===== src/hdl/cie_pkg.sv =====
// Constants, opcode fields and reset values for the instruction execution subset.
// Assumes 14-bit instruction words and an 8-bit data path.
// Behaviour
// RULE1: Clear accumulator loads zero, sets null flag.
// RULE2: Decrement file, result to accumulator or file.
// RULE3: Zero decrement result skips next as no-operation.
// RULE4: Increment-skip writes per destination, flags unchanged.
// RULE5: Zero increment result skips next as no-operation.
// RULE6: Jump loads literal and latch bits 4:3.
// RULE7: Jump always branches, two cycles, no flags.
// RULE8: OR literal into accumulator, update null flag.
// RULE9: Increment file per destination, update null flag.
// RULE10: Null flag set on zero result, else cleared.
package cie_pkg;
   // ****************************************************
   // Widths
   // ****************************************************
   localparam int CIE_IW = 14;                          // Instruction word width
   localparam int CIE_DW = 8;                           // Data width
   localparam int CIE_PW = 13;                          // Program counter width
   localparam int CIE_AW = 7;                           // File address width
   // ****************************************************
   // Opcode patterns (upper bits of the word)
   // ****************************************************
   localparam logic [6:0] CIE_OP_CLRACC = 7'h02;        // Word[13:7]
   localparam logic [5:0] CIE_OP_DECSKP = 6'h0b;        // Word[13:8]
   localparam logic [5:0] CIE_OP_INCSKP = 6'h0f;        // Word[13:8]
   localparam logic [5:0] CIE_OP_INCREMENT_FILE   = 6'h0a;        // Word[13:8]
   localparam logic [5:0] CIE_OP_ORLIT  = 6'h38;        // Word[13:8]
   localparam logic [2:0] CIE_OP_JUMP   = 3'h5;         // Word[13:11]
   // ****************************************************
   // Field positions
   // ****************************************************
   localparam int CIE_DEST_BIT = 7;                     // Destination bit
   localparam int CIE_LATCH_LO = 3;                     // Upper latch bit used for PC[11]
   // ****************************************************
   // Reset values
   // ****************************************************
   localparam logic [12:0] CIE_PC_RST  = 13'h0000;      // Program counter after reset
   localparam logic [7:0]  CIE_ACC_RST = 8'h00;         // Accumulator after reset
endpackage


===== src/hdl/cie_alu.sv =====
// Combinational result unit: increment, decrement, OR and zero detect.
// Assumes operands are stable within one clock cycle.
`timescale 1ns/1ps
`default_nettype none
module cie_alu (
   // Operands
   input  wire logic [7:0] opa_i,
   input  wire logic [7:0] lit_i,
   // Results
   output logic      [7:0] inc_o,
   output logic      [7:0] dec_o,
   output logic      [7:0] or_o,
   output logic            inc_zero_o,
   output logic            dec_zero_o,
   output logic            or_zero_o
);
   // ****************************************************
   // Arithmetic
   // ****************************************************
   // Wraps modulo 256 on purpose
   always_comb begin
      inc_o      = opa_i + 8'h01;
      dec_o      = opa_i - 8'h01;
      or_o       = opa_i | lit_i;
      inc_zero_o = (inc_o == 8'h00);
      dec_zero_o = (dec_o == 8'h00);
      or_zero_o  = (or_o == 8'h00);
   end
endmodule // cie_alu
`default_nettype wire


===== src/hdl/cie_core.sv =====
// Top of the instruction execution subset: decode, accumulator, flag, PC.
// Assumes the file space answers file_rdata_i combinationally for file_addr_o.
`timescale 1ns/1ps
`default_nettype none
module cie_core
   import cie_pkg::*;
(
   // Clock and reset
   input  wire logic                ref_clk_i,
   input  wire logic                sys_rst_i,
   // Instruction fetch
   input  wire logic [CIE_IW-1:0]   instr_i,
   input  wire logic [CIE_DW-1:0]   upper_pc_latch_i,
   output logic      [CIE_PW-1:0]   pc_o,
   // File register space
   output logic      [CIE_AW-1:0]   file_addr_o,
   input  wire logic [CIE_DW-1:0]   file_rdata_i,
   output logic      [CIE_DW-1:0]   file_wdata_o,
   output logic                     file_we_o,
   // State
   output logic      [CIE_DW-1:0]   acc_o,
   output logic                     result_null_flag_o,
   output logic                     flush_o
);
   import cie_pkg::*;

   // ****************************************************
   // State
   // ****************************************************
   logic [CIE_PW-1:0] pc_reg, pc_next;          // Program counter
   logic [CIE_DW-1:0] acc_reg, acc_next;        // Accumulator
   logic              zf_reg, zf_next;          // Result null flag
   logic              fl_reg, fl_next;          // Next word becomes a no-operation
   logic [CIE_DW-1:0] fw_reg, fw_next;          // File write data out
   logic              we_reg, we_next;          // File write strobe

   // ****************************************************
   // Result unit
   // ****************************************************
   logic [CIE_DW-1:0] inc_v, dec_v, or_v;       // Candidate results
   logic              inc_z, dec_z, or_z;       // Zero detect per result

   // Accumulator OR uses the literal; file ops use the file read data
   cie_alu u_alu (
      .opa_i      (instr_i[13:8] == CIE_OP_ORLIT ? acc_reg : file_rdata_i),
      .lit_i      (instr_i[7:0]),
      .inc_o      (inc_v),
      .dec_o      (dec_v),
      .or_o       (or_v),
      .inc_zero_o (inc_z),
      .dec_zero_o (dec_z),
      .or_zero_o  (or_z)
   );

   // Address is decoded straight from the word so reads see it this cycle
   assign file_addr_o = instr_i[CIE_AW-1:0];

   logic dest_file;                             // Destination bit
   assign dest_file = instr_i[CIE_DEST_BIT];

   // ****************************************************
   // Decode and execute
   // ****************************************************
   // A flushed cycle always executes as a no-operation: this is how skips
   // and jumps spend their second cycle without a separate state machine.
   always_comb begin
      pc_next  = pc_reg + 13'h0001;
      acc_next = acc_reg;
      zf_next  = zf_reg;
      fl_next  = 1'b0;
      fw_next  = fw_reg;
      we_next  = 1'b0;
      if (!fl_reg) begin
         if (instr_i[13:7] == CIE_OP_CLRACC) begin
            acc_next = 8'h00;                                   // RULE1
            zf_next  = 1'b1;                                    // RULE1
         end else if (instr_i[13:11] == CIE_OP_JUMP) begin
            pc_next = {upper_pc_latch_i[CIE_LATCH_LO+1:CIE_LATCH_LO],
                       instr_i[10:0]};                          // RULE6
            fl_next = 1'b1;                                     // RULE7
         end else begin
            case (instr_i[13:8])
               CIE_OP_DECSKP: begin
                  if (dest_file) begin
                     fw_next = dec_v;                           // RULE2
                     we_next = 1'b1;                            // RULE2
                  end else begin
                     acc_next = dec_v;                          // RULE2
                  end
                  fl_next = dec_z;                              // RULE3
               end
               CIE_OP_INCSKP: begin
                  if (dest_file) begin
                     fw_next = inc_v;                           // RULE4
                     we_next = 1'b1;                            // RULE4
                  end else begin
                     acc_next = inc_v;                          // RULE4
                  end
                  fl_next = inc_z;                              // RULE5
               end
               CIE_OP_INCREMENT_FILE: begin
                  if (dest_file) begin
                     fw_next = inc_v;                           // RULE9
                     we_next = 1'b1;                            // RULE9
                  end else begin
                     acc_next = inc_v;                          // RULE9
                  end
                  zf_next = inc_z;                              // RULE10
               end
               CIE_OP_ORLIT: begin
                  acc_next = or_v;                              // RULE8
                  zf_next  = or_z;                              // RULE10
               end
               default: begin
                  // Words outside this subset act as a no-operation
                  zf_next = zf_reg;
               end
            endcase
         end
      end
   end

   // ****************************************************
   // Registers
   // ****************************************************
   // Synchronous reset only; every register loads each edge
   always_ff @(posedge ref_clk_i) begin
      if (sys_rst_i) begin
         pc_reg  <= CIE_PC_RST;
         acc_reg <= CIE_ACC_RST;
         zf_reg  <= 1'b0;
         fl_reg  <= 1'b0;
         fw_reg  <= 8'h00;
         we_reg  <= 1'b0;
      end else begin
         pc_reg  <= pc_next;
         acc_reg <= acc_next;
         zf_reg  <= zf_next;
         fl_reg  <= fl_next;
         fw_reg  <= fw_next;
         we_reg  <= we_next;
      end
   end

   // ****************************************************
   // Outputs
   // ****************************************************
   assign pc_o               = pc_reg;
   assign acc_o              = acc_reg;
   assign result_null_flag_o = zf_reg;
   assign flush_o            = fl_reg;
   assign file_wdata_o       = fw_reg;
   assign file_we_o          = we_reg;
endmodule // cie_core
`default_nettype wire


===== config.mk =====
export PLATFORM = sky130hd
export DESIGN_NAME = cie_core
export DESIGN_NICKNAME = d
export VERILOG_FILES = /design/src/hdl/cie_pkg.sv /design/src/hdl/cie_alu.sv /design/src/hdl/cie_core.sv
export SDC_FILE = /design/constraint.sdc
export NUM_CORES = 1
export LEC_CHECK = 0
export ABC_CLOCK_PERIOD_IN_PS = 6600
export BUFFER_PORTS_ARGS = -buffer_cell sky130_fd_sc_hd__buf_4
export CAP_MARGIN = 20
export CORE_MARGIN = 2
export CORE_UTILIZATION = 55
export DETAILED_ROUTE_END_ITERATION = 6
export PLACE_DENSITY = 0.85
export RECOVER_POWER = 100
export SLEW_MARGIN = 20
export SYNTH_ARGS = -nofsm -noshare
export SYNTH_HDL_FRONTEND = slang
export SYNTH_SLANG_ARGS = --single-unit

===== constraint.sdc =====
create_clock -name ref_clk_i -period 6.6 [get_ports ref_clk_i]
set_input_delay 0.99 -clock ref_clk_i [delete_from_list [all_inputs] [get_ports ref_clk_i]]
set_output_delay 0.99 -clock ref_clk_i [all_outputs]
set_load 0.1 [all_outputs]

==> impl_metrics.ini, run 1 <==
[outcome]
status = finished, final reports clean

[finish]
area_growth_pct = 16.0
nets = 379
layout-drive-gt1-share_pct = 10.2
finalNonFillerCells = 394
antenna_cells = 0

[placed_design]
io_buffers = 64
dpl.hpwl_um = 4810
place_inst = 386
gp_congestion = 0.891

[critical_path]
arrival_ns = 4.02
rr_endpoint = file_wdata_o[6]
crit_type = input pin to register
reg2reg_from = acc_o[0]
worstPathMaxFanout = 12
start_kind = input pin
ff2ff_setup_slack_ns = 4.47
r2r_cells = 7
cp-end-kind = register
crit_required_ns = 6.77

[detailed_routing]
drtIter0Drc = 287
firstDrtPassIters = 5
wl_um = 6560
detail-route-antenna-nets = 0
vias_per_cell = 6.08
num_vias = 2395
drc = 0
wl_per_cell_um = 16.6

[sta]
clock_skew_ns = 0.00588
setup_viol = 0
rsz0062_at_grt = no
min_period_over_period_pct = 58.3
finalCriticalPeriod_ns = 3.85
slew_headroom_pct = 4.61
drv_slew = 0
setup-tns-final_ns = 0
worst_pin_slew_ns = 1.43
hold_viol = 0
max_freq_mhz = 260

[worst_hold_path]
holdPathStages = 2
hold_class = register to register
hold_end = file_wdata_o[1]
min_from = file_wdata_o[1]

[die]
core_area_um2 = 4000
start_util_pct = 57.0
die_y_um = 68.4
die_w_um = 68.4
rows = 23
num_io_pins = 71
dieArea_um2 = 4680

[global_routing]
grt_pass1_vias = 2084
grt_first_pass_wirelength_um = 10100
grt_start_max_net_pins = 33
gr-usage-all-layers_pct = 29.0
overflow = 0
antenna_found_initial = 0

[logic_synthesis]
synthDistinctLibCells = 46
async_flop_share_pct = 0
synth_warnings = 0
synth.area.top_cells = dfxtp_1 (28%), xnor2_1 (6.5%), nor2_1 (6.4%), a211oi_1 (5.6%), xor2_1 (5.0%)
synth_top_area_share_pct = 28.1
netlist_area_um2 = 2280
synth_edf_count = 0
ys.flop_type = dfxtp_1
synthCells = 297
syn_nets = 333
ys_seq_elements = 32
seq_area_frac_synth_pct = 28.1
syn_area_per_cell_um2 = 7.68
synth_area_leader_cell = dfxtp_1

[clock_tree]
ctsRootBufferMaster = clkbuf_8
cts_tree = done
clkTransAtPathRegs_ns = 0.07
clkSinkCount = 32
cts_setup_buffers = 0
cts_hold_buffers = 0
clockBufferDepth = 2
ctsResizeCount = 0
cts_buffers = 5
clkLatencyLatePin_ns = 0.29
htreeDepth = 2

[pwr]
vdd_ir_drop_max_uv = 143
p_leak_nw = 1.00
p_per_area_nw_per_um2 = 219

[run]
cap_violations = 0
[through the flow]
step	setup slack (ns)	hold slack, ns	cell area [um2]	total power, mW	utilization [%]
global placement	2.73	0.441	2680	0.377	67.0
detailed placement	2.68	0.452	2680	0.380	67.0
floorplan	3.27	0.881	2280	0.340	-
global route	2.64	0.475	2650	0.593	66.1
CTS	2.99	0.460	2810	0.587	70.2
finish	2.75	0.456	2650	0.580	66.1
[state kept, by name (all words and copies together), names as in the netlist]
register            count
file_we_o               1
acc_o                   8
file_wdata_o            8
result_null_flag_o      1
flush_o                 1
pc_o                   13
[per-layer routing]
| layer | routed length, um | track usage (%) | up-vias |
|---|---|---|---|
| met5 | 0 | 0 | - |
| met4 | 121 | 9.50 | 0 |
| met3 | 622 | 5.76 | 16 |
| met2 | 3090 | 46.9 | 138 |
| met1 | 2730 | 38.5 | 1095 |
| li1 | - | - | 1146 |
[synthesized netlist by cell type, drive strengths merged, types with 2 or more instances]
library cell  count
o21ai            12
nand3            14
a221oi            2
clkbuf           11
or3               5
nor3              9
and2              2
nand2b            2
nand3b            4
nor4              6
a311oi            2
ha                4
inv               7
xnor2            17
dfxtp            32
o221ai            3
buf              14
nor3b             2
nand2            26
a21oi            15
or2               2
o211a             2
nor2b             2
mux2              2
a211oi           17
nor2             39
nand4             5
and3              5
xor2             13
mux2i             9
[worst max-delay path: stages]
cell	delay (ns)
clkbuf_1	0.18
or3b_1	0.53
nor2_1	0.71
a21boi_0	0.39
ha_1	0.36
nand3_1	0.11
xor2_1	0.21
mux2i_1	0.15
a211oi_1	0.30
nor3_1	0.08
[how the worst max path moves through the flow]
stage          cells past startpoint               to   startpoint
6_report                          10  file_wdata_o[6]   instr_i[8]
5_1_grt                           10  file_wdata_o[6]   instr_i[8]
4_1_cts                           10  file_wdata_o[6]   instr_i[8]
3_5_place_dp                      10  file_wdata_o[6]   instr_i[8]
3_3_place_gp                       9          flush_o   instr_i[8]
2_1_floorplan                     12  file_wdata_o[6]  instr_i[10]
[power breakdown]
part | switching [mW] | total, mW | internal (mW) | leakage [nW]
combinational | 0.120 | 0.159 | 0.0381 | 0.678
clock | 0.0789 | 0.212 | 0.133 | 0.0645
sequential | 0.00896 | 0.210 | 0.201 | 0.260
total | 0.208 | 0.580 | 0.372 | 1.00
[logic make-up (layout without fill, tap and decap cells)]
kind of cell | after synthesis | in the layout | synth area share [%]
AO/OA/AOI/OAI | 63 | 63 | 18.9
XOR/XNOR | 30 | 30 | 11.5
adder cells (fa/ha/maj) | 4 | 4 | 2.20
buffers and inverters | 32 | 79 | 7.35
flip-flops | 32 | 32 | 28.1
multiplexers | 11 | 11 | 5.10
AND/OR/NAND/NOR | 125 | 125 | 26.8
[layout make-up]
cell class	count	area, um2
multi-input cells	233	1460
inverters	7	26.3
well taps	50	62.6
repair buffers	64	327
clock inverters	1	30.0
fillers	389	1360
clock buffers	7	96.3
flip-flops and latches	32	641
[placed cells by master, fill, tap and decap left out, drive strengths merged, types with 3 or more instances in the layout]
cell / Yosys / final
nor4: 6 / 6
nor3: 9 / 9
o221ai: 3 / 3
dfxtp: 32 / 32
or3: 5 / 5
nor2: 39 / 39
xnor2: 17 / 17
a211oi: 17 / 17
inv: 7 / 7
ha: 4 / 4
o21ai: 12 / 12
buf: 14 / 23
nand4: 5 / 5
xor2: 13 / 13
and3: 5 / 5
nand3b: 4 / 4
nand3: 14 / 14
a21oi: 15 / 15
mux2i: 9 / 9
clkbuf: 11 / 48
nand2: 26 / 26
Note: power is estimated with default switching activity, not from simulation.
==> run 2, diff against run 1 <==
--- a/config.mk
+++ b/config.mk
@@ -5,13 +5,13 @@
 export SDC_FILE = /design/constraint.sdc
 export NUM_CORES = 1
 export LEC_CHECK = 0
-export ABC_CLOCK_PERIOD_IN_PS = 6600
+export ABC_CLOCK_PERIOD_IN_PS = 3850
 export BUFFER_PORTS_ARGS = -buffer_cell sky130_fd_sc_hd__buf_4
 export CAP_MARGIN = 20
 export CORE_MARGIN = 2
-export CORE_UTILIZATION = 55
+export CORE_UTILIZATION = 52
 export DETAILED_ROUTE_END_ITERATION = 6
-export PLACE_DENSITY = 0.85
+export PLACE_DENSITY = 0.81
 export RECOVER_POWER = 100
 export SLEW_MARGIN = 20
 export SYNTH_ARGS = -nofsm -noshare
==> constraint.sdc (replaced) <==
create_clock -name ref_clk_i -period 3.85 [get_ports ref_clk_i]
set_input_delay 0.5775 -clock ref_clk_i [delete_from_list [all_inputs] [get_ports ref_clk_i]]
set_output_delay 0.5775 -clock ref_clk_i [all_outputs]
set_load 0.1 [all_outputs]
==> run 2 against run 1 <==
Routed wire length fell by 3.0%. Clock power rose by 70%. Sequential share of layout area fell by 0.19 points. Count of clock-buffer cells in the layout did not move. Register-to-register slack got worse by 2.7 ns. Clock skew rose by 0.0020 ns. Non-clock buffer count rose by 3. Critical path depth rose by 1. Sequential power rose by 71%. Core utilization fell by 4.0 points. Hold slack improved by 0.0038 ns. Die area rose by 5.4%. Critical endpoint unchanged. Largest power group unchanged.
==> impl_metrics.ini, run 2 (synthesis results as in run 1) <==
[sta]
drv_slew = 0
max_freq_mhz = 308
min_period_over_period_pct = 84.3
setup-tns-final_ns = 0
setup_viol = 0
holdWs_ns = 0.459
finalCriticalPeriod_ns = 3.25
slew_headroom_pct = 10.2
rsz0062_at_grt = no
setup_ws_ns = 0.603
clock_skew_ns = 0.00786
worst_pin_slew_ns = 1.35
hold_viol = 0

[clock_tree]
htreeDepth = 2
ctsResizeCount = 0
cts_hold_buffers = 0
clkLatencyLatePin_ns = 0.28
cts_tree = done
cts_buffers = 5
clkSinkCount = 32
cts_setup_buffers = 0
clkTransAtPathRegs_ns = 0.07
clockBufferDepth = 2
ctsRootBufferMaster = clkbuf_8

[pwr]
swShare_pct = 35.6
p_per_area_nw_per_um2 = 372
p_int_uw = 638
seq_power_share_pct = 36.3
vdd_ir_drop_max_uv = 239
p_comb_share_pct = 27.3
p_switching_uw = 352
totalPowerFinal_uw = 991
p_leak_nw = 1.02
power.share.clock_pct = 36.4

[critical_path]
crit_path_cell_trace = clkbuf_1, or3b_1, or2_4, nand2_1, a21boi_0, ha_1, nand3_1, xor2_1, mux2i_1, a211oi_1, nor3_1
crit_required_ns = 4.01
arrival_ns = 3.41
worstPathMaxFanout = 20
cp-end-kind = register
path_buf_inv = 1
max_stage_delay_ns = 0.53
slowest_stage = or3b_1
crit_path_start = instr_i[8]
reg2reg_from = acc_o[0]
crit_type = input pin to register
path_delay_family = simple AND/OR/NAND/NOR gates
start_kind = input pin

[worst_hold_path]
min_from = file_wdata_o[0]
hold_class = register to register

[detailed_routing]
detail-route-antenna-nets = 0
wl_um = 6360
firstDrtPassIters = 5
drc = 0
vias_per_cell = 5.83
num_vias = 2326
drtIter0Drc = 123
wl_per_cell_um = 15.9

[global_routing]
grt_start_max_net_pins = 33
antenna_found_initial = 0
grt_pass1_vias = 2084
gr-usage-all-layers_pct = 26.2
grt_first_pass_wirelength_um = 10400
overflow = 0

[die]
dieArea_um2 = 4930
core_area_um2 = 4290
rows = 24
die_w_um = 70.2
start_util_pct = 53.1
num_io_pins = 71
die_y_um = 70.2

[finish]
layout-drive-gt1-share_pct = 10.4
final_common_cell = clkbuf_1
largest_reg_flops = 13
nets = 382
seq_area_um2 = 641
antenna_cells = 0
final_cell_mix = clkbuf_1 (42), nor2_1 (39), dfxtp_1 (32)
fill_cells = 449
multi_input_area_um2 = 1460
area_growth_pct = 17.0

[run]
cap_violations = 0

[placed_design]
gp_congestion = 0.931
pre_cts_ws_ns = 0.510
io_buffers = 64
dpl.hpwl_um = 4840

[outcome]
status = finished, final reports clean
[run 2: changes by cell type in the layout (fill, tap and decap cells not counted)]
cell      change
buf_4         +2
o21ba_1       +1
o21ba_2       -1
clkbuf_1      +1
[run 2: worst min-delay path: stages (launching register included)]
cell and delay, ns:
dfxtp_1 0.31, nand2_1 0.05, a21oi_1 0.05
[run 2: final cells by class]
cell class                 count  share of cell area [%]
clock buffer                   7                    3.61
clock inverter                 1                    1.13
inverter                       7                   0.985
multi-input combinational    233                    54.9
sequential                    32                    24.0
tap                           52                    2.44
timing repair buffer          67                    13.0
[run 2: path summary, 6_finish.rpt]
path,to,slack (ns),depth (start not counted)
hold / removal,file_wdata_o[0],0.46,2
setup reg to reg,file_wdata_o[6],1.80,7
setup / recovery,file_wdata_o[6],0.60,11
hold reg to reg,file_wdata_o[0],0.46,2
[run 2: power by group through the flow]
| stage | Combinational (mW) | Clock, mW | Sequential [mW] |
|---|---|---|---|
| 3_5_place_dp | 0.285 | 0 | 0.367 |
| 4_1_cts | 0.287 | 0.360 | 0.360 |
| 5_1_grt | 0.285 | 0.376 | 0.361 |
| 2_1_floorplan | 0.125 | 0 | 0.458 |
| 3_3_place_gp | 0.283 | 0 | 0.367 |
| 6_report | 0.270 | 0.361 | 0.360 |
[run 2: per-stage QoR]
stage / std cells / utilization [%] / area (um2)
after floorplan: 297 / - / 2280
after global placement: 391 / 63.0 / 2710
after detailed placement: 391 / 63.0 / 2710
after CTS: 399 / 66.0 / 2830
after global routing: 399 / 62.1 / 2670
final: 399 / 62.1 / 2670
[run 2: per-layer routing]
metal  vias to the layer above  GRT usage [%]  routed length (um)
li1                       1154              -                   -
met1                      1085           37.8                2940
met5                         -              0                   0
met2                        81           41.8                2980
met4                         0           5.56                  62
met3                         6           3.75                 376
==> run 3, diff against run 2 <==
--- a/config.mk
+++ b/config.mk
@@ -5,7 +5,7 @@
 export SDC_FILE = /design/constraint.sdc
 export NUM_CORES = 1
 export LEC_CHECK = 0
-export ABC_CLOCK_PERIOD_IN_PS = 3850
+export ABC_CLOCK_PERIOD_IN_PS = 3100
 export BUFFER_PORTS_ARGS = -buffer_cell sky130_fd_sc_hd__buf_4
 export CAP_MARGIN = 20
 export CORE_MARGIN = 2
==> constraint.sdc (replaced) <==
create_clock -name ref_clk_i -period 3.1 [get_ports ref_clk_i]
set_input_delay 0.465 -clock ref_clk_i [delete_from_list [all_inputs] [get_ports ref_clk_i]]
set_output_delay 0.465 -clock ref_clk_i [all_outputs]
set_load 0.1 [all_outputs]
==> run 3 against run 2 <==
Global-route usage up 0.92 points. Core utilization up 0.70 points. Count of clock-buffer cells in the layout down 1. Final cell count up 2.3%. Critical endpoint is now acc_o[2].
==> impl_metrics.ini, run 3 (synthesis results as in run 1) <==
[outcome]
status = finished, final reports clean

[sta]
worst_pin_slew_ns = 1.41
drv_slew = 0
rsz0062_at_grt = no
hold_viol = 0
slew_headroom_pct = 6.10
setup-tns-final_ns = 0
clock_skew_ns = 0.00685
min_period_over_period_pct = 87.9
max_freq_mhz = 367
finalCriticalPeriod_ns = 2.72
setup_viol = 0

[critical_path]
max_stage_delay_ns = 0.41
cp-end-kind = register
worstPathMaxFanout = 8
crit_type = input pin to register
crit_path_cell_trace = buf_4, or3b_1, or2_4, nand2_1, a21boi_0, clkbuf_1, ha_1, nand2_1, and2_0, xor2_1, a221oi_1
crit_required_ns = 3.26
path_buf_inv = 2
start_kind = input pin
crit_top_cell = nand2_1
slowest_stage = or3b_1
arrival_ns = 2.88
path_delay_family = simple AND/OR/NAND/NOR gates

[pwr]
p_leak_nw = 1.04
totalPowerFinal_mw = 1.14
vdd_ir_drop_max_uv = 336
p_per_area_nw_per_um2 = 421

[placed_design]
dpl.hpwl_um = 4940
dpl_cell_area_um2 = 2770
gp_congestion = 0.951
place_inst = 400
io_buffers = 64

[finish]
final_cell_mix = clkbuf_1 (43), nor2_1 (39), dfxtp_1 (32), buf_4 (32), nand2_1 (26)
finalNonFillerCells = 408
area_growth_pct = 18.3
layout-drive-gt1-share_pct = 12.4
final_common_cell = clkbuf_1
antenna_cells = 0
utilization_pct = 62.8
largest_reg_flops = 13
postLayoutCellArea_um2 = 2700
nets = 391
fill_cells = 421

[clock_tree]
clkTransAtPathRegs_ns = 0.07
clockBufferDepth = 2
ctsResizeCount = 0
cts_tree = done
cts_hold_buffers = 0
clkLatencyLatePin_ns = 0.29
ctsRootBufferMaster = clkbuf_8
cts_setup_buffers = 0
clkSinkCount = 32
cts_buffers = 5
htreeDepth = 2

[detailed_routing]
dr_wl_met2_um = 2960
detail-route-antenna-nets = 0
drtIter0Drc = 129
wl_per_cell_um = 15.9
wl_met3_um = 490
drc = 0
vias_per_cell = 5.76
met1_length_um = 2920
routed.top_layer = met4
firstDrtPassIters = 4
num_vias = 2351
wl_um = 6490

[die]
die_w_um = 70.2
rows = 24
start_util_pct = 53.1
num_io_pins = 71
die_y_um = 70.2
core_area_um2 = 4290
dieArea_um2 = 4930

[global_routing]
grt_first_pass_wirelength_um = 10500
antenna_found_initial = 0
overflow = 0
gr-usage-all-layers_pct = 27.2
grt_pass1_vias = 2119
grt_start_max_net_pins = 33

[worst_hold_path]
hold_class = input pin to register

[run]
cap_violations = 0
-- run 3: cell types whose count changed in the layout (fill, tap and decap cells not counted) --
cell and change:
clkinv_2 +2, buf_4 +7, clkbuf_4 +1, bufinv_16 -1, clkbuf_8 -1, clkbuf_1 +1
-- run 3: layout make-up --
cell class | instances | area, um2 | share of cell area (%)
Multi-Input combinational cell | 233 | 1460 | 54.2
Sequential cell | 32 | 641 | 23.8
Timing Repair Buffer | 76 | 409 | 15.2
Clock buffer | 6 | 82.6 | 3.06
Tap cell | 52 | 65.1 | 2.41
Inverter | 7 | 26.3 | 0.974
Clock inverter | 2 | 10.0 | 0.371
-- run 3: worst paths after layout --
check                   from  cells past startpoint  slack (ns)              end
min               instr_i[1]                      3        0.44          pc_o[1]
max               instr_i[8]                     11        0.38         acc_o[2]
max reg2reg          flush_o                      3        1.06         pc_o[12]
min reg2reg  file_wdata_o[1]                      2        0.46  file_wdata_o[1]
-- run 3: tightest hold or removal path, stage by stage --
cell     delay (ns)
buf_4          0.10
mux2i_1        0.06
nor2_1         0.08
-- run 3: where the power goes --
part	internal, mW	leakage, nW	total (mW)	switching, mW
Combinational	0.0870	0.730	0.344	0.257
Clock	0.177	0.0510	0.345	0.168
Sequential	0.427	0.260	0.446	0.0190
Total	0.692	1.04	1.14	0.444
-- run 3: per-layer routing --
metal,GRT usage [%],vias to the layer above
met2,42.3,96
met4,9.40,0
met1,38.1,1080
met3,4.47,9
li1,-,1166
met5,0,-
-- run 3: stage by stage --
| step | setup slack (ns) | hold slack (ns) |
|---|---|---|
| after floorplan | 0.291 | 0.609 |
| after global placement | 0.250 | 0.441 |
| after detailed placement | 0.252 | 0.452 |
| after CTS | 0.550 | 0.453 |
| after global routing | 0.230 | 0.475 |
| final | 0.376 | 0.443 |
